<file path="config.mk">
export PLATFORM = sky130hd
export DESIGN_NAME = prs_top
export DESIGN_NICKNAME = d
export VERILOG_FILES = /design/src/prs_pkg.sv /design/src/prs_top.sv /design/src/prs_route_pair.sv
export VERILOG_INCLUDE_DIRS = /design/src
export SDC_FILE = /design/constraint.sdc
export NUM_CORES = 1
export LEC_CHECK = 0
export ABC_AREA = 1
export BUFFER_PORTS_ARGS = -buffer_cell sky130_fd_sc_hd__buf_2
export CAP_MARGIN = 10
export CORE_MARGIN = 4
export CORE_UTILIZATION = 39
export DETAILED_ROUTE_END_ITERATION = 6
export GPL_ROUTABILITY_DRIVEN = 0
export HOLD_SLACK_MARGIN = 0.12
export MAX_ROUTING_LAYER = met4
export PLACE_DENSITY_LB_ADDON = 0.3
export SLEW_MARGIN = 20
export SYNTH_ARGS = -nofsm -noshare
export SYNTH_HDL_FRONTEND = slang
export SYNTH_SLANG_ARGS = --single-unit
export TNS_END_PERCENT = 1
</file>
<file path="constraint.sdc">
create_clock -name clk_i -period 3.3 [get_ports clk_i]
set_clock_uncertainty 0.2 [all_clocks]
set_input_delay 0.66 -clock clk_i [delete_from_list [all_inputs] [get_ports clk_i]]
set_output_delay 0.66 -clock clk_i [all_outputs]
set_load 0.01 [all_outputs]
</file>
<file path="src/prs_defs.svh">
// constants for the peripheral pin route select block
`ifndef PRS_DEFS_SVH
`define PRS_DEFS_SVH

// register indices (printed offsets), byte address is four times the index
`define PRS_IDX_LOGIC_EVENT 2'h0
`define PRS_IDX_SERIAL 2'h1
`define PRS_IDX_TIMER_A_WAVES 2'h2
`define PRS_IDX_TIMER_B 2'h3
`define PRS_ADDR_W 4
`define PRS_ADDR_TOP 4'h0

// implemented bit masks
`define PRS_MASK_LOGIC_EVENT 8'h37
`define PRS_MASK_SERIAL 8'h05
`define PRS_MASK_TIMER_A_WAVES 8'h3F
`define PRS_MASK_TIMER_B 8'h01
`define PRS_RESET_VAL 8'h00

// field positions
`define PRS_BIT_LOGIC_TABLE1 5
`define PRS_BIT_LOGIC_TABLE0 4
`define PRS_BIT_SYNC_SERIAL 2
`define PRS_BIT_ASYNC_SERIAL 0
`define PRS_BIT_TIMER_B 0
`define PRS_NUM_EVENT 3
`define PRS_NUM_WAVE 6
`define PRS_NUM_SPLIT_BASE 3

// response codes
`define PRS_RESP_OKAY 2'h0
`define PRS_RESP_SLVERR 2'h2

`endif

</file>
<file path="src/prs_pkg.sv">
// types for the peripheral pin route select block
package prs_pkg;
   typedef logic [7:0] prs_reg_t;
   typedef enum logic {PRS_POS_DEFAULT, PRS_POS_ALT} prs_pos_e;
endpackage

</file>
<file path="src/prs_top.sv">
// register file and pad steering for the peripheral pin route select block
// ----------------------------------------------------------------------
// Notes on behaviour
// - logic table 1 alt pin when bit5
// - logic table 0 alt pin when bit4
// - first register bits 0..2 enable event pins
// - sync serial alt pins when bit2
// - async serial alt pins when bit0
// - waves 3..5 alt only in split mode
// - waves 0..2 alt, low-byte channels when split
// - timer B output alt pin when bit0
// - each signal enabled or position-switched
// ----------------------------------------------------------------------
`include "prs_defs.svh"

module prs_top
   import prs_pkg::*;
(
   input wire logic clk_i,
   input wire logic sys_rst_i,
   // axi4-lite slave
   input wire logic [31:0] s_axi_awaddr,
   input wire logic s_axi_awvalid,
   output logic s_axi_awready,
   input wire logic [31:0] s_axi_wdata,
   input wire logic [3:0] s_axi_wstrb,
   input wire logic s_axi_wvalid,
   output logic s_axi_wready,
   output logic [1:0] s_axi_bresp,
   output logic s_axi_bvalid,
   input wire logic s_axi_bready,
   input wire logic [31:0] s_axi_araddr,
   input wire logic s_axi_arvalid,
   output logic s_axi_arready,
   output logic [31:0] s_axi_rdata,
   output logic [1:0] s_axi_rresp,
   output logic s_axi_rvalid,
   input wire logic s_axi_rready,
   // timer A mode
   input wire logic timer_a_split_i,
   // peripheral outputs, enables and returns
   input wire logic [1:0] logic_table_out_i,
   input wire logic [2:0] event_out_i,
   input wire logic [3:0] sync_serial_out_i,
   input wire logic [3:0] sync_serial_oe_i,
   output logic [3:0] sync_serial_in_o,
   input wire logic [1:0] async_serial_out_i,
   input wire logic [1:0] async_serial_oe_i,
   output logic [1:0] async_serial_in_o,
   input wire logic [5:0] timer_a_wave_i,
   input wire logic [5:0] timer_a_wave_oe_i,
   input wire logic timer_b_out_i,
   input wire logic timer_b_oe_i,
   // pads: 16 route pairs, index order below
   input wire logic [15:0] pad_def_i,
   input wire logic [15:0] pad_alt_i,
   output logic [15:0] pad_def_o,
   output logic [15:0] pad_def_oe_n_o,
   output logic [15:0] pad_alt_o,
   output logic [15:0] pad_alt_oe_n_o,
   // event pads
   output logic [2:0] event_pad_o,
   output logic [2:0] event_pad_oe_n_o
);

   localparam int NPAIR = 16;

   // ----------------------------------------------------------------------
   // register state
   // ----------------------------------------------------------------------
   prs_reg_t logic_event_q;
   prs_reg_t serial_q;
   prs_reg_t timer_a_waves_q;
   prs_reg_t timer_b_q;

   // ----------------------------------------------------------------------
   // pad input synchronisers
   // ----------------------------------------------------------------------
   logic [15:0] pad_def_m_q;
   logic [15:0] pad_def_s_q;
   logic [15:0] pad_alt_m_q;
   logic [15:0] pad_alt_s_q;

   always_ff @(posedge clk_i or posedge sys_rst_i) begin
      if (sys_rst_i) begin
         pad_def_m_q <= 16'h0000;
         pad_def_s_q <= 16'h0000;
         pad_alt_m_q <= 16'h0000;
         pad_alt_s_q <= 16'h0000;
      end else begin
         pad_def_m_q <= pad_def_i;
         pad_def_s_q <= pad_def_m_q;
         pad_alt_m_q <= pad_alt_i;
         pad_alt_s_q <= pad_alt_m_q;
      end
   end

   // ----------------------------------------------------------------------
   // axi4-lite write channel
   // ----------------------------------------------------------------------
   logic aw_held_q;
   logic w_held_q;
   logic [31:0] awaddr_q;
   logic [31:0] wdata_q;
   logic [3:0] wstrb_q;
   logic wr_go;
   logic wr_hit;
   logic [1:0] wr_idx;

   // one write at a time: no new address or data until the response is taken
   assign s_axi_awready = ~aw_held_q & ~s_axi_bvalid;
   assign s_axi_wready = ~w_held_q & ~s_axi_bvalid;
   assign wr_go = aw_held_q & w_held_q & ~s_axi_bvalid;
   assign wr_hit = (awaddr_q[31:4] == 28'h000_0000) && (awaddr_q[1:0] == 2'b00);
   assign wr_idx = awaddr_q[3:2];

   always_ff @(posedge clk_i or posedge sys_rst_i) begin
      if (sys_rst_i) begin
         aw_held_q <= 1'b0;
         awaddr_q <= 32'h0000_0000;
      end else if (s_axi_awvalid && s_axi_awready) begin
         aw_held_q <= 1'b1;
         awaddr_q <= s_axi_awaddr;
      end else if (wr_go) begin
         aw_held_q <= 1'b0;
      end
   end

   always_ff @(posedge clk_i or posedge sys_rst_i) begin
      if (sys_rst_i) begin
         w_held_q <= 1'b0;
         wdata_q <= 32'h0000_0000;
         wstrb_q <= 4'h0;
      end else if (s_axi_wvalid && s_axi_wready) begin
         w_held_q <= 1'b1;
         wdata_q <= s_axi_wdata;
         wstrb_q <= s_axi_wstrb;
      end else if (wr_go) begin
         w_held_q <= 1'b0;
      end
   end

   always_ff @(posedge clk_i or posedge sys_rst_i) begin
      if (sys_rst_i) begin
         s_axi_bvalid <= 1'b0;
         s_axi_bresp <= `PRS_RESP_OKAY;
      end else if (wr_go) begin
         s_axi_bvalid <= 1'b1;
         s_axi_bresp <= wr_hit ? `PRS_RESP_OKAY : `PRS_RESP_SLVERR;
      end else if (s_axi_bready) begin
         s_axi_bvalid <= 1'b0;
      end
   end

   // only byte lane 0 carries register data; upper lanes are ignored
   logic wr_lane0;
   assign wr_lane0 = wr_go & wr_hit & wstrb_q[0];

   always_ff @(posedge clk_i or posedge sys_rst_i) begin
      if (sys_rst_i) begin
         logic_event_q <= `PRS_RESET_VAL;
      end else if (wr_lane0 && wr_idx == `PRS_IDX_LOGIC_EVENT) begin
         logic_event_q <= wdata_q[7:0] & `PRS_MASK_LOGIC_EVENT;
      end
   end

   always_ff @(posedge clk_i or posedge sys_rst_i) begin
      if (sys_rst_i) begin
         serial_q <= `PRS_RESET_VAL;
      end else if (wr_lane0 && wr_idx == `PRS_IDX_SERIAL) begin
         serial_q <= wdata_q[7:0] & `PRS_MASK_SERIAL;
      end
   end

   always_ff @(posedge clk_i or posedge sys_rst_i) begin
      if (sys_rst_i) begin
         timer_a_waves_q <= `PRS_RESET_VAL;
      end else if (wr_lane0 && wr_idx == `PRS_IDX_TIMER_A_WAVES) begin
         timer_a_waves_q <= wdata_q[7:0] & `PRS_MASK_TIMER_A_WAVES;
      end
   end

   always_ff @(posedge clk_i or posedge sys_rst_i) begin
      if (sys_rst_i) begin
         timer_b_q <= `PRS_RESET_VAL;
      end else if (wr_lane0 && wr_idx == `PRS_IDX_TIMER_B) begin
         timer_b_q <= wdata_q[7:0] & `PRS_MASK_TIMER_B;
      end
   end

   // ----------------------------------------------------------------------
   // axi4-lite read channel
   // ----------------------------------------------------------------------
   logic rd_hit;
   prs_reg_t rd_byte;

   assign s_axi_arready = ~s_axi_rvalid;
   assign rd_hit = (s_axi_araddr[31:4] == 28'h000_0000) && (s_axi_araddr[1:0] == 2'b00);

   always_comb begin
      unique case (s_axi_araddr[3:2])
         `PRS_IDX_LOGIC_EVENT: rd_byte = logic_event_q;
         `PRS_IDX_SERIAL: rd_byte = serial_q;
         `PRS_IDX_TIMER_A_WAVES: rd_byte = timer_a_waves_q;
         `PRS_IDX_TIMER_B: rd_byte = timer_b_q;
      endcase
   end

   always_ff @(posedge clk_i or posedge sys_rst_i) begin
      if (sys_rst_i) begin
         s_axi_rvalid <= 1'b0;
         s_axi_rdata <= 32'h0000_0000;
         s_axi_rresp <= `PRS_RESP_OKAY;
      end else if (s_axi_arvalid && s_axi_arready) begin
         s_axi_rvalid <= 1'b1;
         s_axi_rdata <= rd_hit ? {24'h00_0000, rd_byte} : 32'h0000_0000;
         s_axi_rresp <= rd_hit ? `PRS_RESP_OKAY : `PRS_RESP_SLVERR;
      end else if (s_axi_rready) begin
         s_axi_rvalid <= 1'b0;
      end
   end

   // ----------------------------------------------------------------------
   // selection decode
   // ----------------------------------------------------------------------
   logic logic_table1_alt;
   logic logic_table0_alt;
   logic sync_serial_alt;
   logic async_serial_alt;
   logic timer_b_out_alt;
   logic [5:0] timer_a_wave_alt;

   assign logic_table1_alt = logic_event_q[`PRS_BIT_LOGIC_TABLE1];
   assign logic_table0_alt = logic_event_q[`PRS_BIT_LOGIC_TABLE0];
   assign sync_serial_alt = serial_q[`PRS_BIT_SYNC_SERIAL];
   assign async_serial_alt = serial_q[`PRS_BIT_ASYNC_SERIAL];
   assign timer_b_out_alt = timer_b_q[`PRS_BIT_TIMER_B];

   // in split mode waves 0..2 are the low-byte channels, 3..5 the high-byte
   genvar gw;
   generate
      for (gw = 0; gw < `PRS_NUM_WAVE; gw++) begin : g_wave
         if (gw < `PRS_NUM_SPLIT_BASE) begin : g_low
            assign timer_a_wave_alt[gw] = timer_a_waves_q[gw];
         end else begin : g_high
            // normal mode has no such output, so the bit is ignored there
            assign timer_a_wave_alt[gw] = timer_a_waves_q[gw] & timer_a_split_i;
         end
      end
   endgenerate

   // ----------------------------------------------------------------------
   // pair table: 0-1 logic tables, 2-5 sync serial, 6-7 async serial,
   // 8-13 timer A waves, 14 timer B, 15 spare (never driven)
   // ----------------------------------------------------------------------
   logic [15:0] pair_sig;
   logic [15:0] pair_oe;
   logic [15:0] pair_alt;
   logic [15:0] pair_in;

   assign pair_sig = {1'b0, timer_b_out_i, timer_a_wave_i, async_serial_out_i,
                      sync_serial_out_i, logic_table_out_i};
   // timer A high waves only drive a pad in split mode
   assign pair_oe = {1'b0, timer_b_oe_i,
                     timer_a_wave_oe_i & {{3{timer_a_split_i}}, 3'b111},
                     async_serial_oe_i, sync_serial_oe_i, 2'b11};
   assign pair_alt = {1'b0, timer_b_out_alt, timer_a_wave_alt,
                      {2{async_serial_alt}}, {4{sync_serial_alt}},
                      logic_table1_alt, logic_table0_alt};

   genvar gp;
   generate
      for (gp = 0; gp < NPAIR; gp++) begin : g_pair
         prs_route_pair u_pair (
            .sig_i(pair_sig[gp]),
            .oe_i(pair_oe[gp]),
            .alt_i(pair_alt[gp]),
            .pad_def_i(pad_def_s_q[gp]),
            .pad_alt_i(pad_alt_s_q[gp]),
            .pad_def_o(pad_def_o[gp]),
            .pad_def_oe_n_o(pad_def_oe_n_o[gp]),
            .pad_alt_o(pad_alt_o[gp]),
            .pad_alt_oe_n_o(pad_alt_oe_n_o[gp]),
            .sig_o(pair_in[gp])
         );
      end
   endgenerate

   assign sync_serial_in_o = pair_in[5:2];
   assign async_serial_in_o = pair_in[7:6];

   // ----------------------------------------------------------------------
   // event pads: enable only, disabled pads stay released
   // ----------------------------------------------------------------------
   assign event_pad_o = event_out_i;
   assign event_pad_oe_n_o = ~logic_event_q[`PRS_NUM_EVENT-1:0];

endmodule // prs_top

</file>
<file path="src/prs_route_pair.sv">
// one signal steered to a default or alternative pad
module prs_route_pair
   import prs_pkg::*;
(
   input wire logic sig_i,
   input wire logic oe_i,
   input wire logic alt_i,
   input wire logic pad_def_i,
   input wire logic pad_alt_i,
   output logic pad_def_o,
   output logic pad_def_oe_n_o,
   output logic pad_alt_o,
   output logic pad_alt_oe_n_o,
   output logic sig_o
);
   // selected pad drives when the peripheral drives; the other stays released
   assign pad_def_o = sig_i;
   assign pad_alt_o = sig_i;
   assign pad_def_oe_n_o = ~(oe_i & ~alt_i);
   assign pad_alt_oe_n_o = ~(oe_i & alt_i);
   // input path comes from the selected pad only
   assign sig_o = alt_i ? pad_alt_i : pad_def_i;
endmodule // prs_route_pair

</file>
## Word-level counts from Yosys, hierarchy flattened

Index checks and enable logic that the tools add are counted.

- Eq/ne operators: 6
- Multiplexer cells: 17
- Bitwise gates (word level): 78
- Reductions and logical operators: 19

Operator list:

| kind | count |
|---|---|
| $logic_not A28 Y1 | 2 |
| $not A1 Y1 | 41 |
| $and A1 B1 Y1 | 35 |
| $pmux W8 S4 | 1 |
| $mux W1 | 13 |
| $logic_and A1 B1 Y1 | 9 |
| $eq A2 B2 Y1 const B | 4 |
| $logic_not A2 Y1 | 4 |
| $mux W8 | 1 |
| $reduce_bool A2 Y1 | 4 |
| $and A6 B6 Y6 | 1 |
| $eq A2 B1 Y1 const B | 2 |
| $mux W2 | 2 |
| $not A3 Y3 | 1 |

- Flip-flop bits (word level): 125
- Bits of input ports: 171
- Output and inout port bits: 117

## Logic depth before layout (Yosys ltp)

- Depth after elaboration: 5
- Gate-level depth with buffers: 9

## By module

From an unflattened synthesis, not the netlist that was laid out.

- Cell total of the unflattened synthesis: 538
- Area, all modules: 5420.2 sq um

By module, submodules not included:

| module | instances | cells an instance | area each (sq um) | sequential area each (sq um) |
|---|---|---|---|---|
| prs_top | 1 | 410 | 4819.6 | 3228.1 |
| prs_route_pair | 16 | 8 | 37.5 | 0.0 |

## Worst setup path before layout

OpenSTA, ideal clock, no wires.

- Path kind: input-to-output
- Start: input timer_a_split_i
- End: output pad_alt_oe_n_o[11]
- Arrival: 0.854 ns
- Slack: 1.586 ns
- Stages: 2
- Buffers on the path: 1
- Cell sequence: nand3_1 buf_4

- Word-level cells in the longest chain between the ends: 3
- Elaborated cells on any way between the ends: 4
- Those cells by class: bitwise: 4

Ends and longest elaborated chain:

| what | line | RTL |
|---|---|---|
| from (decl) | prs_top.sv:40 | `input wire logic timer_a_split_i,` |
| $and A6 B6 Y6 / $and A1 B1 Y1 (equally long branches) | prs_top.sv:265, prs_top.sv:247 |  |
| $and A1 B1 Y1 (*) | prs_route_pair.sv:20 | `assign pad_alt_oe_n_o = ~(oe_i & alt_i);` |
| $not A1 Y1 (*) | prs_route_pair.sv:20 |  |
| to (decl) | prs_top.sv:60 | `output logic [15:0] pad_alt_oe_n_o,` |

Every way passes the cells marked *; elsewhere a longest branch is shown, timed or not.

## Final worst setup path

- Start: register serial_q[2]
- End: output sync_serial_in_o[0]

- Word-level cells in the longest chain between the ends: 1

Ends and longest elaborated chain:

| what | line | RTL |
|---|---|---|
| from (decl) | prs_top.sv:72 | `prs_reg_t serial_q;` |
| from (signal assigned) | prs_top.sv:169 | `` serial_q <= `PRS_RESET_VAL; `` |
| from (signal assigned) | prs_top.sv:171 | `` serial_q <= wdata_q[7:0] & `PRS_MASK_SERIAL; `` |
| $mux W1 | prs_route_pair.sv:22 | `assign sig_o = alt_i ? pad_alt_i : pad_def_i;` |
| to (decl) | prs_top.sv:46 | `output logic [3:0] sync_serial_in_o,` |

No other way between the ends.

==> flow_metrics.tcl <==
set metrics [dict create \
    cts_tree "yes" \
    detailed_routing_iterations_pass_1 4 \
    grt_start_max_net_pins 49 \
    drcViolationCount 0 \
    clockBufferDepth 2 \
    setup_viol 0 \
    worstHoldPathType "reg2reg" \
    ir_worst_vdd_v 0.0003908 \
    fin_crit_sh_pct 68.76 \
    core_area_mm2 0.01098 \
    worst_setup_path_end_kind "output pin" \
    first_global_vias 3250 \
    cts_buffers 9 \
    postRouteWirelength_mm 10.58 \
    routed_wire_length_per_instance_um 15.27 \
    path_class "reg2out" \
    cp_data_arrival_time_ns 1.41 \
    post_drt_via_cell_ratio 4.569 \
    worst_hold_slack_ns 0.1480 \
    final_common_cell "buf_2" \
    power.combinational.fraction_pct 19.8 \
    clock_sink_count 89 \
    final_net_count 721 \
    vias 3166 \
    worstSkewPairLatency_ns 0.34 \
    timing.rr.start "s_axi_bvalid" \
    worstMarginPinSlew_ns 0.7881 \
    leakage_nw 2.585 \
    n_fill_cell 1098 \
    initial_core_util_pct 40.34 \
    layout_common_cells "buf_2, nand2_1, dfrtp_1, nor2_1, conb_1" \
    grt_total_ovfl 0 \
    maxCapViolCount 0 \
    rows 38 \
    hold_viol 0 \
    crit_end "sync_serial_in_o[0]" \
    drt-initial-drc-count 90 \
    synth_cell_type_count 24 \
    netlist_area_mm2 0.004430 \
    synth-seq-area-share_pct 50.27 \
    critical_path_peak_fanout 10 \
    finalCriticalPeriod_ns 2.269 \
    drive_above_1_share_pct 35.62 \
    final_antenna_net_count 0 \
    cts.htree.levels 3 \
    status "completed" \
    power.internal_mw 2.451 \
    clkPwrFrac_pct 34.0 \
    critPathRequiredTime_ns 2.44 \
    timing.slew.headroom_pct 47.27 \
    antennaDiodeCount 0 \
    timing.critical_path.from "serial_q[2]" \
    synth_enable_flop_cells 0 \
    post_cts_resized 0 \
    swShare_pct 27.49 \
    powerDensity_mw_per_mm2 669.7 \
    port_buffers 155 \
    boundaryPins 288 \
    rrSetupSlack_ns 1.40 \
    startpoint_type "flop" \
    power.sequential.fraction_pct 46.2 \
    postCtsHoldBufs 0 \
    grt_setup_unrepaired "false" \
    synthArstFlopShare_pct 100.0 \
    die_outline_height_um 114.6 \
    synthToLayoutAreaGrowth_pct 13.89 \
    fmax_ghz 0.4407 \
    cts.root.buffer_cell "clkbuf_16" \
    ys_seq_elements 89 \
    worst_setup_hold_path_clk_slew_ns 0.06 \
    cts.repair_timing.setup_buffer_count 0 \
    grt_use_total_pct 16.86 \
    p_sw_mw 0.9289 \
    final_max_slew_viol_count 0 \
    die_area_mm2 0.01313 \
    setup-tns-final_ns 0 \
    synthesis.instances 461 \
    wire_length_of_the_first_global_routing_pass_mm 16.38 \
    place.detailed.hpwl_mm 8.486 \
    synth_flop_cell "dfrtp_1" \
    regToRegEndpoint "awaddr_q[22]" \
    fp.dieW_um 114.6 \
    worst-r2r-cell-count 3 \
    synth_warnings 0 \
    syn_area_per_cell_um2 9.611 \
    grt_antenna_before_repair 1 \
]
[power groups by stage]
stage / logic [mW] / registers (mW) / clock network (mW)
floorplan: 0.610 / 1.51 / 0
global placement: 0.656 / 1.56 / 0
detailed placement: 0.680 / 1.58 / 0
CTS: 0.682 / 1.56 / 1.19
global route: 0.768 / 1.60 / 1.23
finish: 0.669 / 1.56 / 1.15
[synthesized netlist by cell type, types with 2 or more instances]
library cell | count | area share, %
nor2_1 | 38 | 3.2
buf_4 | 101 | 17
nand3_2 | 3 | 0.68
nor2_2 | 2 | 0.28
mux2_1 | 17 | 4.3
nand2_1 | 98 | 8.3
buf_2 | 5 | 0.56
nand4_1 | 15 | 2.1
inv_2 | 2 | 0.17
o22ai_1 | 4 | 0.56
mux2_2 | 18 | 4.6
nand3_1 | 14 | 1.6
inv_1 | 25 | 2.1
nor4_1 | 7 | 0.99
conb_1 | 2 | 0.17
dfrtp_1 | 89 | 50
o21ai_0 | 5 | 0.56
a21oi_1 | 10 | 1.1
[cells by family (layout without fill, tap and decap cells)]
logic type,after synthesis,count (layout),synth area share (%)
other cells,2,32,0.1695
simple gates,181,181,18.02
compound gates,19,19,2.259
flops,89,89,50.27
buf+inv,135,197,20.39
mux,35,35,8.896
[stage by stage]
step / instance area, um^2 / power, mW / setup WS (ns) / std cells / util, %
after floorplan: 4543 / 2.117 / 0.1331 / 491 / -
after global placement: 4713 / 2.218 / 1.234 / 679 / 42.91
after detailed placement: 4713 / 2.259 / 1.203 / 679 / 42.91
after CTS: 5046 / 3.433 / 0.9970 / 693 / 45.94
after global routing: 5046 / 3.602 / 0.9304 / 693 / 45.94
final: 5046 / 3.379 / 1.031 / 693 / 45.94
[flip-flops by register name, indices dropped and copies added, names as in the netlist]
name	flops
s_axi_bresp	1
wstrb_q	1
serial_q	2
s_axi_rvalid	1
s_axi_rresp	1
awaddr_q	32
s_axi_bvalid	1
pad_alt_s_q	6
s_axi_rdata	6
timer_a_waves_q	6
timer_b_q	1
wdata_q	6
w_held_q	1
aw_held_q	1
logic_event_q	5
pad_def_m_q	6
pad_alt_m_q	6
pad_def_s_q	6
[how the worst min path moves through the flow]
stage,end,slack [ns],start,depth (start not counted)
finish,pad_def_s_q[3],0.15,pad_def_m_q[3],0
global route,pad_def_s_q[6],0.15,pad_def_m_q[6],0
CTS,pad_def_s_q[3],0.15,pad_def_m_q[3],0
detailed placement,pad_def_s_q[3],0.13,pad_def_m_q[3],0
global placement,pad_alt_s_q[7],0.13,pad_alt_m_q[7],0
floorplan,pad_alt_s_q[2],0.13,pad_alt_m_q[2],0
[final cells by class]
class | instances | area, um^2 | share of cell area [%]
Sequential cell | 89 | 2227 | 44.14
Multi-Input combinational cell | 267 | 1413 | 27.99
Tap cell | 140 | 175.2 | 3.471
Inverter | 27 | 102.6 | 2.033
Clock inverter | 3 | 90.09 | 1.785
Clock buffer | 11 | 242.7 | 4.810
Timing Repair Buffer | 156 | 795.8 | 15.77
[metal layers]
metal	GRT usage, %	share of wire [%]	vias up
met5	-	0	-
met1	17.72	36	1458
met4	6.968	2.4	0
met2	29.92	54	145
li1	-	-	1530
met3	4.334	7.5	33
[worst max-delay path, cell delays in order, from the launching register on]
cell and delay [ns]:
dfrtp_1 0.59, inv_2 0.18, nand2_1 0.10, nand2_1 0.05
buf_2 0.14
Note: power is estimated with default switching activity, not from simulation.
